--- config.mk ---
export PLATFORM = sky130hd
export DESIGN_NAME = fst_timer
export DESIGN_NICKNAME = d
export VERILOG_FILES = /design/src/pkg/fst_pkg.sv /design/src/fst_timer.sv
export SDC_FILE = /design/constraint.sdc
export NUM_CORES = 1
export LEC_CHECK = 0
export BUFFER_PORTS_ARGS = -buffer_cell sky130_fd_sc_hd__buf_2
export CAP_MARGIN = 20
export CORE_ASPECT_RATIO = 0.5
export CORE_MARGIN = 2
export CORE_UTILIZATION = 45
export CTS_CLUSTER_SIZE = 20
export DETAILED_ROUTE_END_ITERATION = 10
export GPL_ROUTABILITY_DRIVEN = 0
export PLACE_DENSITY = 0.71
export SLEW_MARGIN = 20
export SYNTH_ARGS = -nofsm -noshare
export SYNTH_HDL_FRONTEND = slang
export SYNTH_SLANG_ARGS = --single-unit
--- constraint.sdc ---
create_clock -name core_clk_in -period 5.35 [get_ports core_clk_in]
set_clock_uncertainty 0.15 [all_clocks]
set_input_delay 1.07 -clock core_clk_in [delete_from_list [all_inputs] [get_ports core_clk_in]]
set_output_delay 1.07 -clock core_clk_in [all_outputs]
set_load 0.1 [all_outputs]
--- src/pkg/fst_pkg.sv ---
// package: register map, key values and field positions of the fetch safety timer
package fst_pkg;
    // printed offsets are not all multiples of four: kept as indices, byte address is four times
    localparam logic [7:0] IDX_TIMER_CONTROL   = 8'h5C;
    localparam logic [7:0] IDX_FIRST_KEY       = 8'h60;
    localparam logic [7:0] IDX_SECOND_KEY      = 8'h64;
    localparam logic [7:0] IDX_TIMER_STATUS    = 8'h68;
    localparam logic [7:0] IDX_COUNT_LOW       = 8'h6C;
    localparam logic [7:0] IDX_COUNT_HIGH      = 8'h6E;
    localparam logic [7:0] IDX_COUNT_HOLD      = 8'h70;
    localparam logic [7:0] IDX_MATCH_CFG_LOW   = 8'h74;
    localparam logic [7:0] IDX_MATCH_CFG_HIGH  = 8'h76;
    localparam logic [7:0] IDX_WINDOW_CFG_LOW  = 8'h78;
    localparam logic [7:0] IDX_WINDOW_CFG_HIGH = 8'h7A;
    localparam logic [7:0] IDX_IRQ_STATUS      = 8'h80;
    localparam logic [7:0] IDX_IRQ_MASK        = 8'h81;
    // field positions
    localparam int ENABLE_BIT      = 15;
    localparam int FIRST_KEY_LSB   = 8;
    localparam int SECOND_KEY_LSB  = 0;
    localparam int STAT_FIRST_KEY_ERROR_BIT   = 7;
    localparam int STAT_SECOND_KEY_ERROR_BIT   = 6;
    localparam int STAT_EVENT_BIT  = 5;
    localparam int STAT_WINDOW_BIT = 0;
    // key values
    localparam logic [7:0] FIRST_KEY_VALUE  = 8'h40;
    localparam logic [7:0] SECOND_KEY_VALUE = 8'h04;
    // interrupt status bits
    localparam int IRQ_EXPIRE_BIT = 0;
    localparam int IRQ_FIRST_KEY_ERROR_BIT   = 1;
    localparam int IRQ_SECOND_KEY_ERROR_BIT   = 2;
    localparam int IRQ_BITS       = 3;
    // reset values
    localparam logic [15:0] REG_RESET = 16'h0000;
    localparam logic [31:0] CNT_RESET = 32'h0000_0000;
    // ahb-lite encodings
    localparam logic [1:0] HTRANS_NONSEQ = 2'b10;
    localparam logic [1:0] HTRANS_SEQ    = 2'b11;
    localparam logic       HRESP_OKAY    = 1'b0;
endpackage

--- src/fst_timer.sv ---
// fetch safety timer: fetch counter, keyed restart and ahb-lite register slave
// one clock, one asynchronous reset
// zero-wait ahb-lite register slave
// okay response on every transfer
// data sits in bits 15:0 of a word
// upper half always reads zero
//
// limits
// - an event wipes the armed key
//   each cycle, so only reset ends
//   a fault: a runaway program
//   cannot silence its own timer
// - counter reads are live; the
//   hold register keeps the upper
//   half seen at the last count read
// - hsize is ignored, one word each
// - unmapped or unaligned reads give
//   zero, writes there are dropped
// - fetch must come from the core
//   clock, it is not synchronised
//
`timescale 1ns/1ps
module fst_timer (
    input  wire logic        core_clk_in,        // system clock, 125 MHz
    input  wire logic        nrst_in,            // asynchronous reset, active low
    input  wire logic        fetch_in,           // one pulse per instruction fetch, same clock
    input  wire logic        cfg_timer_enable_in,// configuration-level enable
    input  wire logic        cfg_timer_disable_in,// configuration-level disable of software enable
    input  wire logic [15:0] match_word_low_in,  // configuration match word, low half
    input  wire logic [15:0] match_word_high_in, // configuration match word, high half
    input  wire logic [15:0] window_word_low_in, // configuration window word, low half
    input  wire logic [15:0] window_word_high_in,// configuration window word, high half
    input  wire logic        hsel_in,            // ahb slave select
    input  wire logic [31:0] haddr_in,           // ahb address
    input  wire logic [1:0]  htrans_in,          // ahb transfer type
    input  wire logic        hwrite_in,          // ahb write
    input  wire logic [2:0]  hsize_in,           // ahb size
    input  wire logic [31:0] hwdata_in,          // ahb write data
    input  wire logic        hready_in,          // ahb bus ready
    output logic      [31:0] hrdata_out,         // ahb read data
    output logic             hreadyout_out,      // ahb slave ready
    output logic             hresp_out,          // ahb response, always okay
    output logic             timer_event_out,    // level: timer event flag
    output logic             irq_out             // level interrupt
);

    // ----------------------------------------------------------------
    // state
    // ----------------------------------------------------------------
    logic [31:0] counter;
    logic        sw_enable;
    logic [7:0]  first_key_field;
    logic        first_key_error;
    logic        second_key_error;
    logic        timer_event_flag;
    logic [15:0] held_upper_count;

    // interrupt bits follow the package; the read
    // mux packs them into 16 bits, no more fit
    localparam int IRQ_BITS_W = fst_pkg::IRQ_BITS;
    logic [IRQ_BITS_W-1:0] irq_status;
    logic [IRQ_BITS_W-1:0] irq_mask;

    if (IRQ_BITS_W < 1 || IRQ_BITS_W > 16) begin : g_irq_check
        $error("interrupt width out of range");
    end

    // address phase capture
    logic        dp_valid;
    logic        dp_write;
    logic [7:0]  dp_index;
    logic        dp_bad;

    // register decode used by the first and second key write decodes
    function automatic logic hit(input logic [7:0] idx, input logic [7:0] reg_idx);
        hit = (idx == reg_idx);
    endfunction

    // ----------------------------------------------------------------
    // derived values
    // ----------------------------------------------------------------
    logic [31:0] match_cfg_value;
    logic [31:0] window_cfg_value;
    logic        timer_on;
    logic        matched;
    logic        window_open_flag;

    // the timer runs on the config
    // enable, or on the control bit
    // while the config disable is low
    //
    // match and window are plain
    // compares of the live counter
    assign match_cfg_value  = {match_word_high_in, match_word_low_in};
    assign window_cfg_value = {window_word_high_in, window_word_low_in};
    // software enable is ignored while the configuration disable is set
    assign timer_on = cfg_timer_enable_in | (sw_enable & ~cfg_timer_disable_in);
    assign matched  = timer_on & (counter >= match_cfg_value);
    // window opens once the count has reached the interval; a zero interval keeps it open
    assign window_open_flag = timer_on & (counter >= window_cfg_value);

    // ----------------------------------------------------------------
    // ahb-lite slave
    // ----------------------------------------------------------------
    logic addr_take;
    logic wr_now;
    logic rd_now;
    logic [15:0] wdata16;
    assign addr_take = hsel_in & hready_in & (htrans_in == fst_pkg::HTRANS_NONSEQ
                                            || htrans_in == fst_pkg::HTRANS_SEQ);
    assign wr_now  = dp_valid & dp_write & ~dp_bad;
    assign rd_now  = dp_valid & ~dp_write & ~dp_bad;
    assign wdata16 = hwdata_in[15:0];
    // zero wait states: every data phase completes in one cycle
    assign hreadyout_out = 1'b1;
    assign hresp_out     = fst_pkg::HRESP_OKAY;

    // the address phase is latched
    // every edge; only the valid bit
    // lets the data phase act, which
    // keeps index and direction free
    // of enables

    // capture the address phase
    always_ff @(posedge core_clk_in or negedge nrst_in) begin
        if (!nrst_in) begin
            dp_valid <= 1'b0;
            dp_write <= 1'b0;
            dp_index <= 8'h00;
            dp_bad   <= 1'b0;
        end else begin
            dp_valid <= addr_take;
            dp_write <= hwrite_in;
            dp_index <= haddr_in[9:2];
            // unaligned or upper addresses decode as unmapped and read zero
            dp_bad   <= (haddr_in[1:0] != 2'b00) || (haddr_in[31:10] != 22'h0);
        end
    end

    // ----------------------------------------------------------------
    // keyed restart
    // ----------------------------------------------------------------
    // software arms the restart with
    // the first key in bits 15:8, then
    // confirms with the second key in
    // bits 7:0; each key is checked in
    // the data phase of its own write
    //
    // a wrong first key, a wrong second
    // key, a second key with nothing
    // armed, or one while the window is
    // shut is a bad sequence: its error
    // flag and the event rise together
    // and the armed key is lost
    //
    // a good sequence clears counter,
    // armed key and all three flags at
    // the edge ending the second write
    //

    // key decode for the data phase
    logic wr_first;
    logic wr_second;
    logic first_bad;
    logic second_bad;
    logic restart;
    assign wr_first   = wr_now && hit(dp_index, fst_pkg::IDX_FIRST_KEY);
    assign wr_second  = wr_now && hit(dp_index, fst_pkg::IDX_SECOND_KEY);
    assign first_bad  = wr_first && wdata16[15:8] != fst_pkg::FIRST_KEY_VALUE;
    // wrong value, no first key stored, or window closed are all bad sequences
    assign second_bad = wr_second && (wdata16[7:0] != fst_pkg::SECOND_KEY_VALUE
                        || first_key_field != fst_pkg::FIRST_KEY_VALUE
                        || !window_open_flag);
    assign restart    = wr_second && !second_bad;

    // the enable bit is plain read and
    // write; the config disable acts
    // on its use, not its storage

    // control register
    always_ff @(posedge core_clk_in or negedge nrst_in) begin
        if (!nrst_in) begin
            sw_enable <= 1'b0;
        end else if (wr_now && dp_index == fst_pkg::IDX_TIMER_CONTROL) begin
            sw_enable <= wdata16[fst_pkg::ENABLE_BIT];
        end
    end

    // the armed key is cleared every
    // cycle while the event is up
    //
    // first key field: a bad key is not stored, the event clears it
    always_ff @(posedge core_clk_in or negedge nrst_in) begin
        if (!nrst_in) begin
            first_key_field <= 8'h00;
        end else if (restart || timer_event_flag || first_bad || second_bad) begin
            first_key_field <= 8'h00;
        end else if (wr_first) begin
            first_key_field <= wdata16[15:8];
        end
    end

    // ----------------------------------------------------------------
    // counter
    // ----------------------------------------------------------------
    always_ff @(posedge core_clk_in or negedge nrst_in) begin
        if (!nrst_in) begin
            counter <= fst_pkg::CNT_RESET;
        end else if (restart) begin
            counter <= fst_pkg::CNT_RESET;
        end else if (timer_on && fetch_in && !matched && !timer_event_flag) begin
            counter <= counter + 32'h0000_0001;
        end
    end

    // flags clear only on a good
    // restart, which an event rules
    // out, so after a fault only
    // reset clears them
    //
    // status flags: hardware sets, a valid restart clears; set wins
    always_ff @(posedge core_clk_in or negedge nrst_in) begin
        if (!nrst_in) begin
            first_key_error  <= 1'b0;
            second_key_error <= 1'b0;
            timer_event_flag <= 1'b0;
        end else begin
            if (first_bad) begin
                first_key_error <= 1'b1;
            end else if (restart) begin
                first_key_error <= 1'b0;
            end
            if (second_bad) begin
                second_key_error <= 1'b1;
            end else if (restart) begin
                second_key_error <= 1'b0;
            end
            if (matched || first_bad || second_bad) begin
                timer_event_flag <= 1'b1;
            end else if (restart) begin
                timer_event_flag <= 1'b0;
            end
        end
    end
    assign timer_event_out = timer_event_flag;

    // reading high then low lets
    // software spot a carry between
    // the reads against the hold copy
    //
    // hold register loads on either count read
    always_ff @(posedge core_clk_in or negedge nrst_in) begin
        if (!nrst_in) begin
            held_upper_count <= fst_pkg::REG_RESET;
        end else if (rd_now && (dp_index == fst_pkg::IDX_COUNT_LOW
                                || dp_index == fst_pkg::IDX_COUNT_HIGH)) begin
            held_upper_count <= counter[31:16];
        end
    end

    // ----------------------------------------------------------------
    // interrupt status and mask
    // ----------------------------------------------------------------
    // each event also lands in a
    // sticky bit, so software tells
    // expiry from a bad key
    logic [IRQ_BITS_W-1:0] irq_set;
    always_comb begin
        irq_set = '0;
        irq_set[fst_pkg::IRQ_EXPIRE_BIT] = matched;
        irq_set[fst_pkg::IRQ_FIRST_KEY_ERROR_BIT]   = first_bad;
        irq_set[fst_pkg::IRQ_SECOND_KEY_ERROR_BIT]   = second_bad;
    end

    // write one to clear; a new event in the same cycle keeps its bit
    always_ff @(posedge core_clk_in or negedge nrst_in) begin
        if (!nrst_in) begin
            irq_status <= '0;
        end else if (wr_now && dp_index == fst_pkg::IDX_IRQ_STATUS) begin
            irq_status <= (irq_status & ~wdata16[IRQ_BITS_W-1:0]) | irq_set;
        end else begin
            irq_status <= irq_status | irq_set;
        end
    end

    always_ff @(posedge core_clk_in or negedge nrst_in) begin
        if (!nrst_in) begin
            irq_mask <= '0;
        end else if (wr_now && dp_index == fst_pkg::IDX_IRQ_MASK) begin
            irq_mask <= wdata16[IRQ_BITS_W-1:0];
        end
    end
    assign irq_out = |(irq_status & irq_mask);

    // register map by word index,
    // the byte address is four times:
    //   5C control, bit 15 enable
    //   60 first key, bits 15:8
    //   64 second key, reads zero
    //   68 status: 7 bad first,
    //      6 bad second, 5 event,
    //      0 window open
    //   6C count low, live
    //   6E count high, live
    //   70 hold, upper half
    //   74/76 match words
    //   78/7A window words
    //   80 irq status, 81 irq mask:
    //      0 expiry, 1 bad first,
    //      2 bad second
    //   anything else reads zero

    // ----------------------------------------------------------------
    // read mux: data presented combinationally from registers in the data phase
    // ----------------------------------------------------------------
    logic [15:0] rd16;
    // only the low half carries data;
    // outside a read the mux gives 0
    always_comb begin
        rd16 = 16'h0000;
        if (!rd_now) begin
            rd16 = 16'h0000;
        end else if (dp_index == fst_pkg::IDX_TIMER_CONTROL) begin
            rd16[fst_pkg::ENABLE_BIT] = sw_enable;
        end else if (dp_index == fst_pkg::IDX_FIRST_KEY) begin
            rd16[15:8] = first_key_field;
        end else if (dp_index == fst_pkg::IDX_SECOND_KEY) begin
            rd16 = 16'h0000;                           // key reads back as zero
        end else if (dp_index == fst_pkg::IDX_TIMER_STATUS) begin
            rd16[fst_pkg::STAT_FIRST_KEY_ERROR_BIT]   = first_key_error;
            rd16[fst_pkg::STAT_SECOND_KEY_ERROR_BIT]   = second_key_error;
            rd16[fst_pkg::STAT_EVENT_BIT]  = timer_event_flag;
            rd16[fst_pkg::STAT_WINDOW_BIT] = window_open_flag;
        end else if (dp_index == fst_pkg::IDX_COUNT_LOW) begin
            rd16 = counter[15:0];
        end else if (dp_index == fst_pkg::IDX_COUNT_HIGH) begin
            rd16 = counter[31:16];
        end else if (dp_index == fst_pkg::IDX_COUNT_HOLD) begin
            rd16 = held_upper_count;
        end else if (dp_index == fst_pkg::IDX_MATCH_CFG_LOW) begin
            rd16 = match_word_low_in;
        end else if (dp_index == fst_pkg::IDX_MATCH_CFG_HIGH) begin
            rd16 = match_word_high_in;
        end else if (dp_index == fst_pkg::IDX_WINDOW_CFG_LOW) begin
            rd16 = window_word_low_in;
        end else if (dp_index == fst_pkg::IDX_WINDOW_CFG_HIGH) begin
            rd16 = window_word_high_in;
        end else if (dp_index == fst_pkg::IDX_IRQ_STATUS) begin
            rd16[IRQ_BITS_W-1:0] = irq_status;
        end else if (dp_index == fst_pkg::IDX_IRQ_MASK) begin
            rd16[IRQ_BITS_W-1:0] = irq_mask;
        end
    end
    assign hrdata_out = {16'h0000, rd16};

endmodule

### Word level (Yosys, flattened, before mapping)

Cells that the tools add are included.

| word-level totals | value |
|---|---|
| flip-flop bits (word level) | 77 |
| input port bits | 141 |
| output and inout port bits | 36 |
| logic and storage cells | 115 |

| cells by class | value |
|---|---|
| add/sub/neg operators | 1 |
| order comparisons | 2 |
| eq/ne operators | 18 |
| muxes and demuxes | 29 |
| bitwise gates (word level) | 18 |
| reductions and logical operators | 34 |

Operator list:

| cell | number |
|---|---|
| 16-bit 2-to-1 mux | 8 |
| 8-bit by 7-bit == test with 1-bit output, second input constant | 11 |
| 32-bit greater-or-equal comparator | 2 |
| 32-bit 2-to-1 mux | 2 |
| 8-bit 2-to-1 mux | 5 |
| 32-bit by 1-bit adder with 32-bit output, second input constant | 1 |
| 22-bit nonzero test | 1 |
| 8-bit == test, second input constant | 2 |
| 8-bit by 7-bit inequality test with 1-bit output, second input constant | 2 |
| 15-bit 2-to-1 mux | 1 |
| 3-bit 2-to-1 mux | 5 |
| 13-bit 2-to-1 mux | 1 |
| 1-bit logical AND | 12 |
| 2-bit nonzero test | 6 |
| 1-bit logical OR | 10 |
| 1-bit AND | 9 |
| 8-bit by 3-bit inequality test with 1-bit output, second input constant | 1 |
| 3-bit AND | 2 |
| 1-bit 2-to-1 mux | 6 |
| 3-bit bitwise OR | 2 |
| 2-bit == test, second input constant | 2 |
| 1-bit logical NOT | 4 |
| 4-bit 2-to-1 mux | 1 |
| 1-bit NOT | 3 |
| 3 further kinds | 3 |

### Depth between registers and ports, before layout

Gate-level depths: netlist of the first run.

| depth | value |
|---|---|
| depth in word-level cells | 15 |
| depth in mapped cells | 12 |
| depth with buffers taken out | 9 |

### Worst setup path before layout of the first run

OpenSTA, ideal clock, no wires.

| timing path | value |
|---|---|
| kind | input to output |
| start | input port window_word_high_in[5] |
| end | output port hrdata_out[0] |
| data arrival time | 3,744 ps |
| required time | 4,130 ps |
| path slack | 386 ps |
| stages on the path | 9 |
| path buffers | 0 |
| cell sequence | inv_1 > ha_1 > nand4_1 > nor2_1 > nand2_1 > a211o_1 > o211ai_1 > nand3_1 > a31oi_1 |

| on the way | value |
|---|---|
| word-level cells in the longest chain between the ends | 7 |

RTL lines:

| what | RTL line | text |
|---|---|---|
| start: declaration | fst_timer.sv:32 | `input wire logic [15:0] window_word_high_in,` |
| 32-bit greater-or-equal comparator | fst_timer.sv:100 | `assign window_open_flag = timer_on & (counter >= window_cfg_value);` |
| 1-bit AND | fst_timer.sv:100 |  |
| 1-bit 2-to-1 mux | fst_timer.sv:329 | `end else if (dp_index == fst_pkg::IDX_TIMER_STATUS) begin` |
| 16-bit 2-to-1 mux | fst_timer.sv:327 | `end else if (dp_index == fst_pkg::IDX_SECOND_KEY) begin` |
| 8-bit 2-to-1 mux | fst_timer.sv:325 | `end else if (dp_index == fst_pkg::IDX_FIRST_KEY) begin` |
| 15-bit 2-to-1 mux | fst_timer.sv:323 | `end else if (dp_index == fst_pkg::IDX_TIMER_CONTROL) begin` |
| 16-bit 2-to-1 mux | fst_timer.sv:321 | `if (!rd_now) begin` |
| end: declaration | fst_timer.sv:40 | `output logic [31:0] hrdata_out,` |

No other way between the ends.

### Worst setup path in the final report of the first run

| timing path | value |
|---|---|
| start | register dp_index[1] |
| end | output port hrdata_out[8] |

| on the way | value |
|---|---|
| word-level cells in the longest chain between the ends | 13 |
| elaborated cells between the ends (all ways) | 23 |
| classes of those cells | eq/ne (11); mux (12) |

RTL lines:

| what | RTL line | text |
|---|---|---|
| start: declaration | fst_timer.sv:71 | `logic [7:0] dp_index;` |
| start signal: assignment | fst_timer.sv:134 | `dp_index <= haddr_in[9:2];` |
| 8-bit by 7-bit == test with 1-bit output | fst_timer.sv:346 | `end else if (dp_index == fst_pkg::IDX_WINDOW_CFG_HIGH) begin` |
| 13-bit 2-to-1 mux | fst_timer.sv:346 |  |
| 16-bit 2-to-1 mux | fst_timer.sv:344 | `end else if (dp_index == fst_pkg::IDX_WINDOW_CFG_LOW) begin` |
| 16-bit 2-to-1 mux | fst_timer.sv:342 | `end else if (dp_index == fst_pkg::IDX_MATCH_CFG_HIGH) begin` |
| 16-bit 2-to-1 mux | fst_timer.sv:340 | `end else if (dp_index == fst_pkg::IDX_MATCH_CFG_LOW) begin` |
| 16-bit 2-to-1 mux | fst_timer.sv:338 | `end else if (dp_index == fst_pkg::IDX_COUNT_HOLD) begin` |
| 16-bit 2-to-1 mux | fst_timer.sv:336 | `end else if (dp_index == fst_pkg::IDX_COUNT_HIGH) begin` |
| 16-bit 2-to-1 mux | fst_timer.sv:334 | `end else if (dp_index == fst_pkg::IDX_COUNT_LOW) begin` |
| 8-bit 2-to-1 mux | fst_timer.sv:329 |  |
| 16-bit 2-to-1 mux | fst_timer.sv:327 |  |
| 8-bit 2-to-1 mux | fst_timer.sv:325 |  |
| 15-bit 2-to-1 mux * | fst_timer.sv:323 |  |
| 16-bit 2-to-1 mux * | fst_timer.sv:321 |  |

Every way passes the cells marked *; elsewhere a longest branch is shown, timed or not.

==> metrics.md, run 1 <==
| Metric | Value |
|---|---|
| Status | finished clean |
| Final ANT Viol Nets | 0 |
| Slew @ Worst Pin | 981.3 ps |
| Critical Path Start | dp_index[1] |
| Final hold viol count | 0 |
| Bufs on Longest Clock Path | 2 |
| Die area | 14,830 um^2 |
| First-pass GRT wire length | between 30,000 and 40,000 um |
| Boundary Pins | 177 |
| Die Y | 87.13 um |
| Overflow left after global routing | 0 |
| Tot GR Track Use | approximately a quarter |
| Diode count | 0 |
| Most used cell, CP | a21o_1 |
| RSZ-0062 raised after global routing | false |
| DPL Wire Length | about 15,000 um |
| WL per Instance | around 19 um |
| Min-Delay Path Class | flop to flop |
| CTS tree | yes |
| Seq/Total Area, Yosys | 30.99% |
| Critical Path Sink Type | output pin |
| Initial antenna violation count | 0 |
| Root buffer cell | clkbuf_16 |
| Layout cells sized above 1 | 23.41% |
| Worst path slowest cell | dfrtp_1 |
| Syn Std Cell Area | 6218 um^2 |
| Dpl ws | 847.0 ps |
| Slew HR | between 30% and 40% |
| Power Dens Cells | 205.5 nW/um^2 |
| CP required | roughly 4100 ps |
| Via count | 6,211 |
| Pwr Total | 1.526 mW |
| Worst-Skew Late Latency | ~340 ps |
| CP peak stage delay | 920 ps |
| FF-to-FF Start | counter[30] |
| Fin crit period | between 4000 and 5000 ps |
| Syn_area_per_cell | ~9 um^2 |
| Initial Utilization | 46.02% |
| Clock sink count | between 70 and 80 |
| Resize count post-CTS | 0 |
| Drt first pass iters | 6 |
| Drt total wl | about 19,000 um |
| Final setup fails | 0 |
| Final Max Slew Viols | 0 |
| Drt drc | 0 |
| H-Tree Depth | 3 |
| Number of I/O port buffers | 138 |
| Num CTS Buffers | 9 |
| Postcts setup bufs | 0 |
| Cell count after synthesis | 706 |
| Yosys cell types | 65 |
| CP Data Arrival Time | 3520 ps |
| Core region area | 13,510 um^2 |
| Nets | 1,051 |
| Critical Path Start Type | flop |
| EDFF count, synth | 0 |
| Fraction of registers with async set/reset | between 90% and 100% |
| WHS | 340.1 ps |
| Vias/cell | 6.054 |
| Setup ws final | 608.1 ps |
| Synth Register Bits | 77 |
| Final Util | ~55% |
| Crit Path Class | flop to output pin |
| Layout area overhead | 19.46% |
| CP max FO | 21 |
| DRT iter0 DRCs | 719 |
| F_max | between 200 and 250 MHz |
| Hold Startpoint | held_upper_count[0] |
| Die X | between 150 and 200 um |
| CTS clk-pin slew, worst paths | 60 ps |
| Total Neg Setup Slack | 0 ps |
| Max-cap violation count | 0 |
| Tcrit/Tclk final | between 80 and 90% |
| Cts-stage hold buffer count | 0 |
| Largest net degree at the start of global routing | 78 |
| Worst path cell trace | or2_1 > nor3_1 > nand4b_1 > nand2_1 > a21o_1 > a21oi_1 > a21o_1 > buf_2 |
| YS warnings | 0 |
| Main synth FF type | dfrtp_1 |
| Vias in the first global route | 6,068 |
| Row count | 30 |
| Peak supply drop | between 0.1 and 0.15 mV |
| Leakage power | 3.715 nW |
cell usage in the layout, fill, tap and decap left out, drive strengths merged, types with 7 or more instances in the layout:
master / instances
buf: 153
inv: 78
dfrtp: 77
ha: 65
a21oi: 53
nand2: 47
o21ai: 37
nor2: 29
mux2: 27
a21o: 23
or3: 19
nand4: 18
conb: 18
a222oi: 17
nand3: 16
nor4: 12
or4: 11
a221oi: 11
clkbuf: 11
and2: 10
and3: 10
nor3: 10
a22oi: 9
o31ai: 9
a211oi: 8
a31oi: 7
stage by stage:
step / instances / cell area [um^2]
CTS: 1025 / 7401
global route: 1026 / 7428
global placement: 1009 / 7052
detailed placement: 1009 / 7052
finish: 1026 / 7428
floorplan: 722 / 6279
report_power, final:
part | switching [mW] | leakage (nW) | internal, mW
registers | 0.0118 | 1.02 | 0.589
logic | 0.129 | 2.53 | 0.0613
clock network | 0.265 | 0.166 | 0.471
Yosys cell counts (5+ instances only):
library cell   n  area [um^2]
mux2_1        10        112.6
a22oi_1        9        67.56
mux2_2        17        191.4
nand2_1       46        172.7
or3_1         19        118.9
a221oi_1      10        87.58
nor2_1        28        105.1
a21oi_1       53        265.3
a222oi_1      17        170.2
and2_1        10        62.56
ha_1          65        813.3
nor3_1        10        50.05
nand3_1       16        80.08
a211oi_1       7        52.55
buf_4         18        135.1
o2111ai_1      5        43.79
and3_1         9        56.30
dfrtp_1       77         1927
a21o_1        23        172.7
o21ai_0       30        150.1
o21ai_1        7        35.03
inv_1         77        289.0
a22o_1         6        52.55
clkbuf_1      11        41.29
buf_2          9        45.04
a31oi_1        7        43.79
nor4_1        10        62.56
o31ai_1        9        67.56
nand4_1       18        112.6
or4_1         10        75.07
nor2b_1        6        37.54
sequential cells by signal (all words and copies together), names as in the netlist:
name,cells
held_upper_count,16
sw_enable,1
first_key_field,8
second_key_error,1
first_key_error,1
irq_status,3
irq_mask,3
timer_event_out,1
dp_index,8
dp_valid,1
dp_bad,1
counter,32
dp_write,1
final cells by class:
class	count	area [um^2]
clock buffers	11	242.7
clock inverters	5	106.4
fillers	1244	6085
inverters	77	289.0
multi-input cells	527	3817
flip-flops and latches	77	1927
well taps	176	220.2
repair buffers	153	825.8
final timing paths:
| kind | endpoint | slack, ps | depth (start not counted) |
|---|---|---|---|
| worst max-delay path | hrdata_out[8] | 610 | 8 |
| worst min-delay path | held_upper_count[0] | 340 | 1 |
| worst max register to register | counter[23] | 1970 | 8 |
| worst min register to register | held_upper_count[0] | 340 | 1 |
| max in group asynchronous | counter[19] | 3930 | 2 |
| min in group asynchronous | dp_write | 530 | 1 |
worst max-delay path, delay by kind of cell, from the launching register on:
| kind | cells | cell delay (ps) |
|---|---|---|
| simple gates | 4 | 940 |
| buf+inv | 1 | 420 |
| flops | 1 | 920 |
| compound gates | 3 | 900 |
cell families after synthesis:
logic type	after synthesis	share of synthesized area (%)
xor+xnor	3	0.4226
flops	77	30.99
fa+ha+maj	65	13.08
buf+inv	118	8.752
other cells	2	0.1208
mux	31	5.533
compound gates	198	21.93
simple gates	212	19.18
metal layers:
layer	routed length (um)	track usage, %
met2	8540	42.90
met4	376	6.527
met1	8483	36.79
met5	0	0
met3	1804	5.997
Note: power is estimated with default switching activity, not from simulation.
==> run 2, diff against run 1 <==
- PLACE_DENSITY: 0.71 -> 0.73
- clock period: 5.35 -> 4.1 ns (I/O delays scaled with it)
==> metrics.md, run 2 (synthesized netlist as in run 1, its figures left out) <==
| Metric | Value |
|---|---|
| F_max | 259.7 MHz |
| Leakage power | 3.745 nW |
| Diode count | 0 |
| Dpl cells | 1,016 |
| Initial antenna violation count | 1 |
| Biggest register | counter |
| Vias in the first global route | approximately 6,000 |
| Worst path cell trace | buf_2 > inv_1 > ha_1 > a21o_1 > a21o_1 > a21o_1 > a2111oi_2 > o211ai_1 > nand3_1 > a31oi_2 > buf_12 |
| Pwr Total | 1.830 mW |
| Power Dens Cells | roughly 240 nW/um^2 |
| Worst path slowest cell | a2111oi_2 |
| Critical Path Start Type | input pin |
| Drt total wl | 19,360 um |
| Most frequent cells in the layout | 121 x buf_2, 77 x inv_1, 77 x dfrtp_1, 65 x ha_1, 50 x a21oi_1 |
| Root buffer cell | clkbuf_16 |
| Dpl ws | around 320 ps |
| Min-Delay Path Class | input pin to async pin |
| Status | finished clean |
| Layout cells sized above 1 | between 20% and 30% |
| Cts-stage hold buffer count | 0 |
| CTS tree | yes |
| Peak supply drop | roughly 0.18 mV |
| Row count | 30 |
| CP required | 3130 ps |
| Pint | 1.320 mW |
| Slew HR | 36.27% |
| RSZ-0062 raised after global routing | false |
| Fin crit period | 3851 ps |
| CTS clk-pin slew, worst paths | about 60 ps |
| Comb pwr share | between 10 and 15% |
| Max-cap violation count | 0 |
| Number of I/O port buffers | between 100 and 150 |
| H-Tree Depth | 3 |
| Largest net degree at the start of global routing | 78 |
| CP max FO | 3 |
| Critical Path Sink Type | output pin |
| Nets | 1,057 |
| Worst-Skew Late Latency | 340 ps |
| Tcrit/Tclk final | between 90% and 100% |
| Total Neg Setup Slack | 0 ps |
| Via count | 6,293 |
| Final setup fails | 0 |
| Core region area | 13,510 um^2 |
| # fillers | 1,194 |
| Sw Pwr | 0.5104 mW |
| Boundary Pins | 177 |
| Max reg flops | 32 |
| Setup ws final | 249.1 ps |
| FF-to-FF Start | counter[30] |
| Final ANT Viol Nets | 0 |
| Crit-path leading delay family | compound AO/OA/AOI/OAI gates |
| Switching share of power | 27.89% |
| R2R Setup Slk | 790 ps |
| Vias/cell | 6.098 |
| DRT iter0 DRCs | 822 |
| Seq pwr share | 42.6% |
| Slew @ Worst Pin | 955.9 ps |
| Die X | 170.2 um |
| Die area | 14,830 um^2 |
| DPL Wire Length | 15,260 um |
| CP Data Arrival Time | 2880 ps |
| Most used cell, CP | a21o_1 |
| Tot GR Track Use | 26.93% |
| Postcts setup bufs | 0 |
| Num CTS Buffers | 9 |
| Worst R2R Path Depth | 7 |
| Final hold viol count | 0 |
| Bufs on Longest Clock Path | 2 |
| Overflow left after global routing | 0 |
| Clk network pwr share | 43.7% |
| Worst R2R End | counter[0] |
| CP Buf/Inv Count | 3 |
| Layout Cells excl Fill | 1,032 |
| Regs by FF count | counter (32), held_upper_count (16) |
| Drt drc | 0 |
| First-pass GRT wire length | 30,700 um |
| Initial Utilization | 46.02% |
| Layout area overhead | 23.50% |
| Die Y | 87.13 um |
| Drt first pass iters | 7 |
| CP peak stage delay | 360 ps |
| Resize count post-CTS | 0 |
| Crit Path Class | input pin to output pin |
| Clock sink count | 77 |
| Commonest non-fill, non-tap cell in the layout | buf_2 |
| WL per Instance | 18.76 um |
| Final Max Slew Viols | 0 |
run 2: changes by cell type in the layout (fill, tap and decap cells not counted), sizes merged:
cell / previous run / this run
bufinv: 3 / 1
clkinvlp: 1 / 3
clkinv: 0 / 1
buf: 153 / 159
inv: 78 / 77
run 2: layout make-up:
| class | count | area, um^2 | area share (%) |
|---|---|---|---|
| Clock inverter | 5 | 61.31 | 0.7983 |
| Tap cell | 176 | 220.2 | 2.867 |
| Inverter | 77 | 289.0 | 3.763 |
| Clock buffer | 11 | 232.7 | 3.030 |
| Timing Repair Buffer | 159 | 1095 | 14.26 |
| Sequential cell | 77 | 1927 | 25.09 |
| Multi-Input combinational cell | 527 | 3855 | 50.20 |
run 2: through the flow:
stage	hold slack [ps]	instance area [um^2]	utilization (%)
floorplan	307.0	6315	-
CTS	342.6	7675	56.80
finish	331.5	7680	56.83
global route	360.9	7680	56.83
global placement	318.3	7381	54.62
detailed placement	329.9	7381	54.62
run 2: worst reg2reg max path, stage by stage, from the launching register on:
cell	delay (ps)
dfrtp_1	500
ha_1	390
nand4_1	260
nor4_2	560
inv_1	230
o21ai_1	760
o21ai_0	220
a21oi_1	160
run 2: metal layers:
metal  global-route usage, %  routed length, um  vias to the layer above
met5                       0                 12                        -
met4                   7.925                397                        2
met2                   42.42               8605                      349
met1                   36.85               8145                     2995
li1                        -                  -                     2909
met3                   6.815               2198                       38
run 2: how the worst max path moves through the flow:
stage / startpoint / endpoint / cells past startpoint
2_1_floorplan: dp_index[0] / hrdata_out[6] / 6
3_3_place_gp: window_word_low_in[13] / hrdata_out[0] / 11
3_5_place_dp: window_word_low_in[13] / hrdata_out[0] / 11
4_1_cts: dp_index[0] / hrdata_out[8] / 8
5_1_grt: window_word_low_in[13] / hrdata_out[0] / 11
6_report: window_word_low_in[13] / hrdata_out[0] / 11
run 2: power groups by stage:
| stage | clock network (mW) | logic [mW] | registers [mW] |
|---|---|---|---|
| after global routing | 0.851 | 0.271 | 0.780 |
| after floorplan | 0 | 0.157 | 0.789 |
| final | 0.801 | 0.250 | 0.780 |
| after detailed placement | 0 | 0.247 | 0.793 |
| after global placement | 0 | 0.241 | 0.792 |
| after CTS | 0.813 | 0.248 | 0.779 |
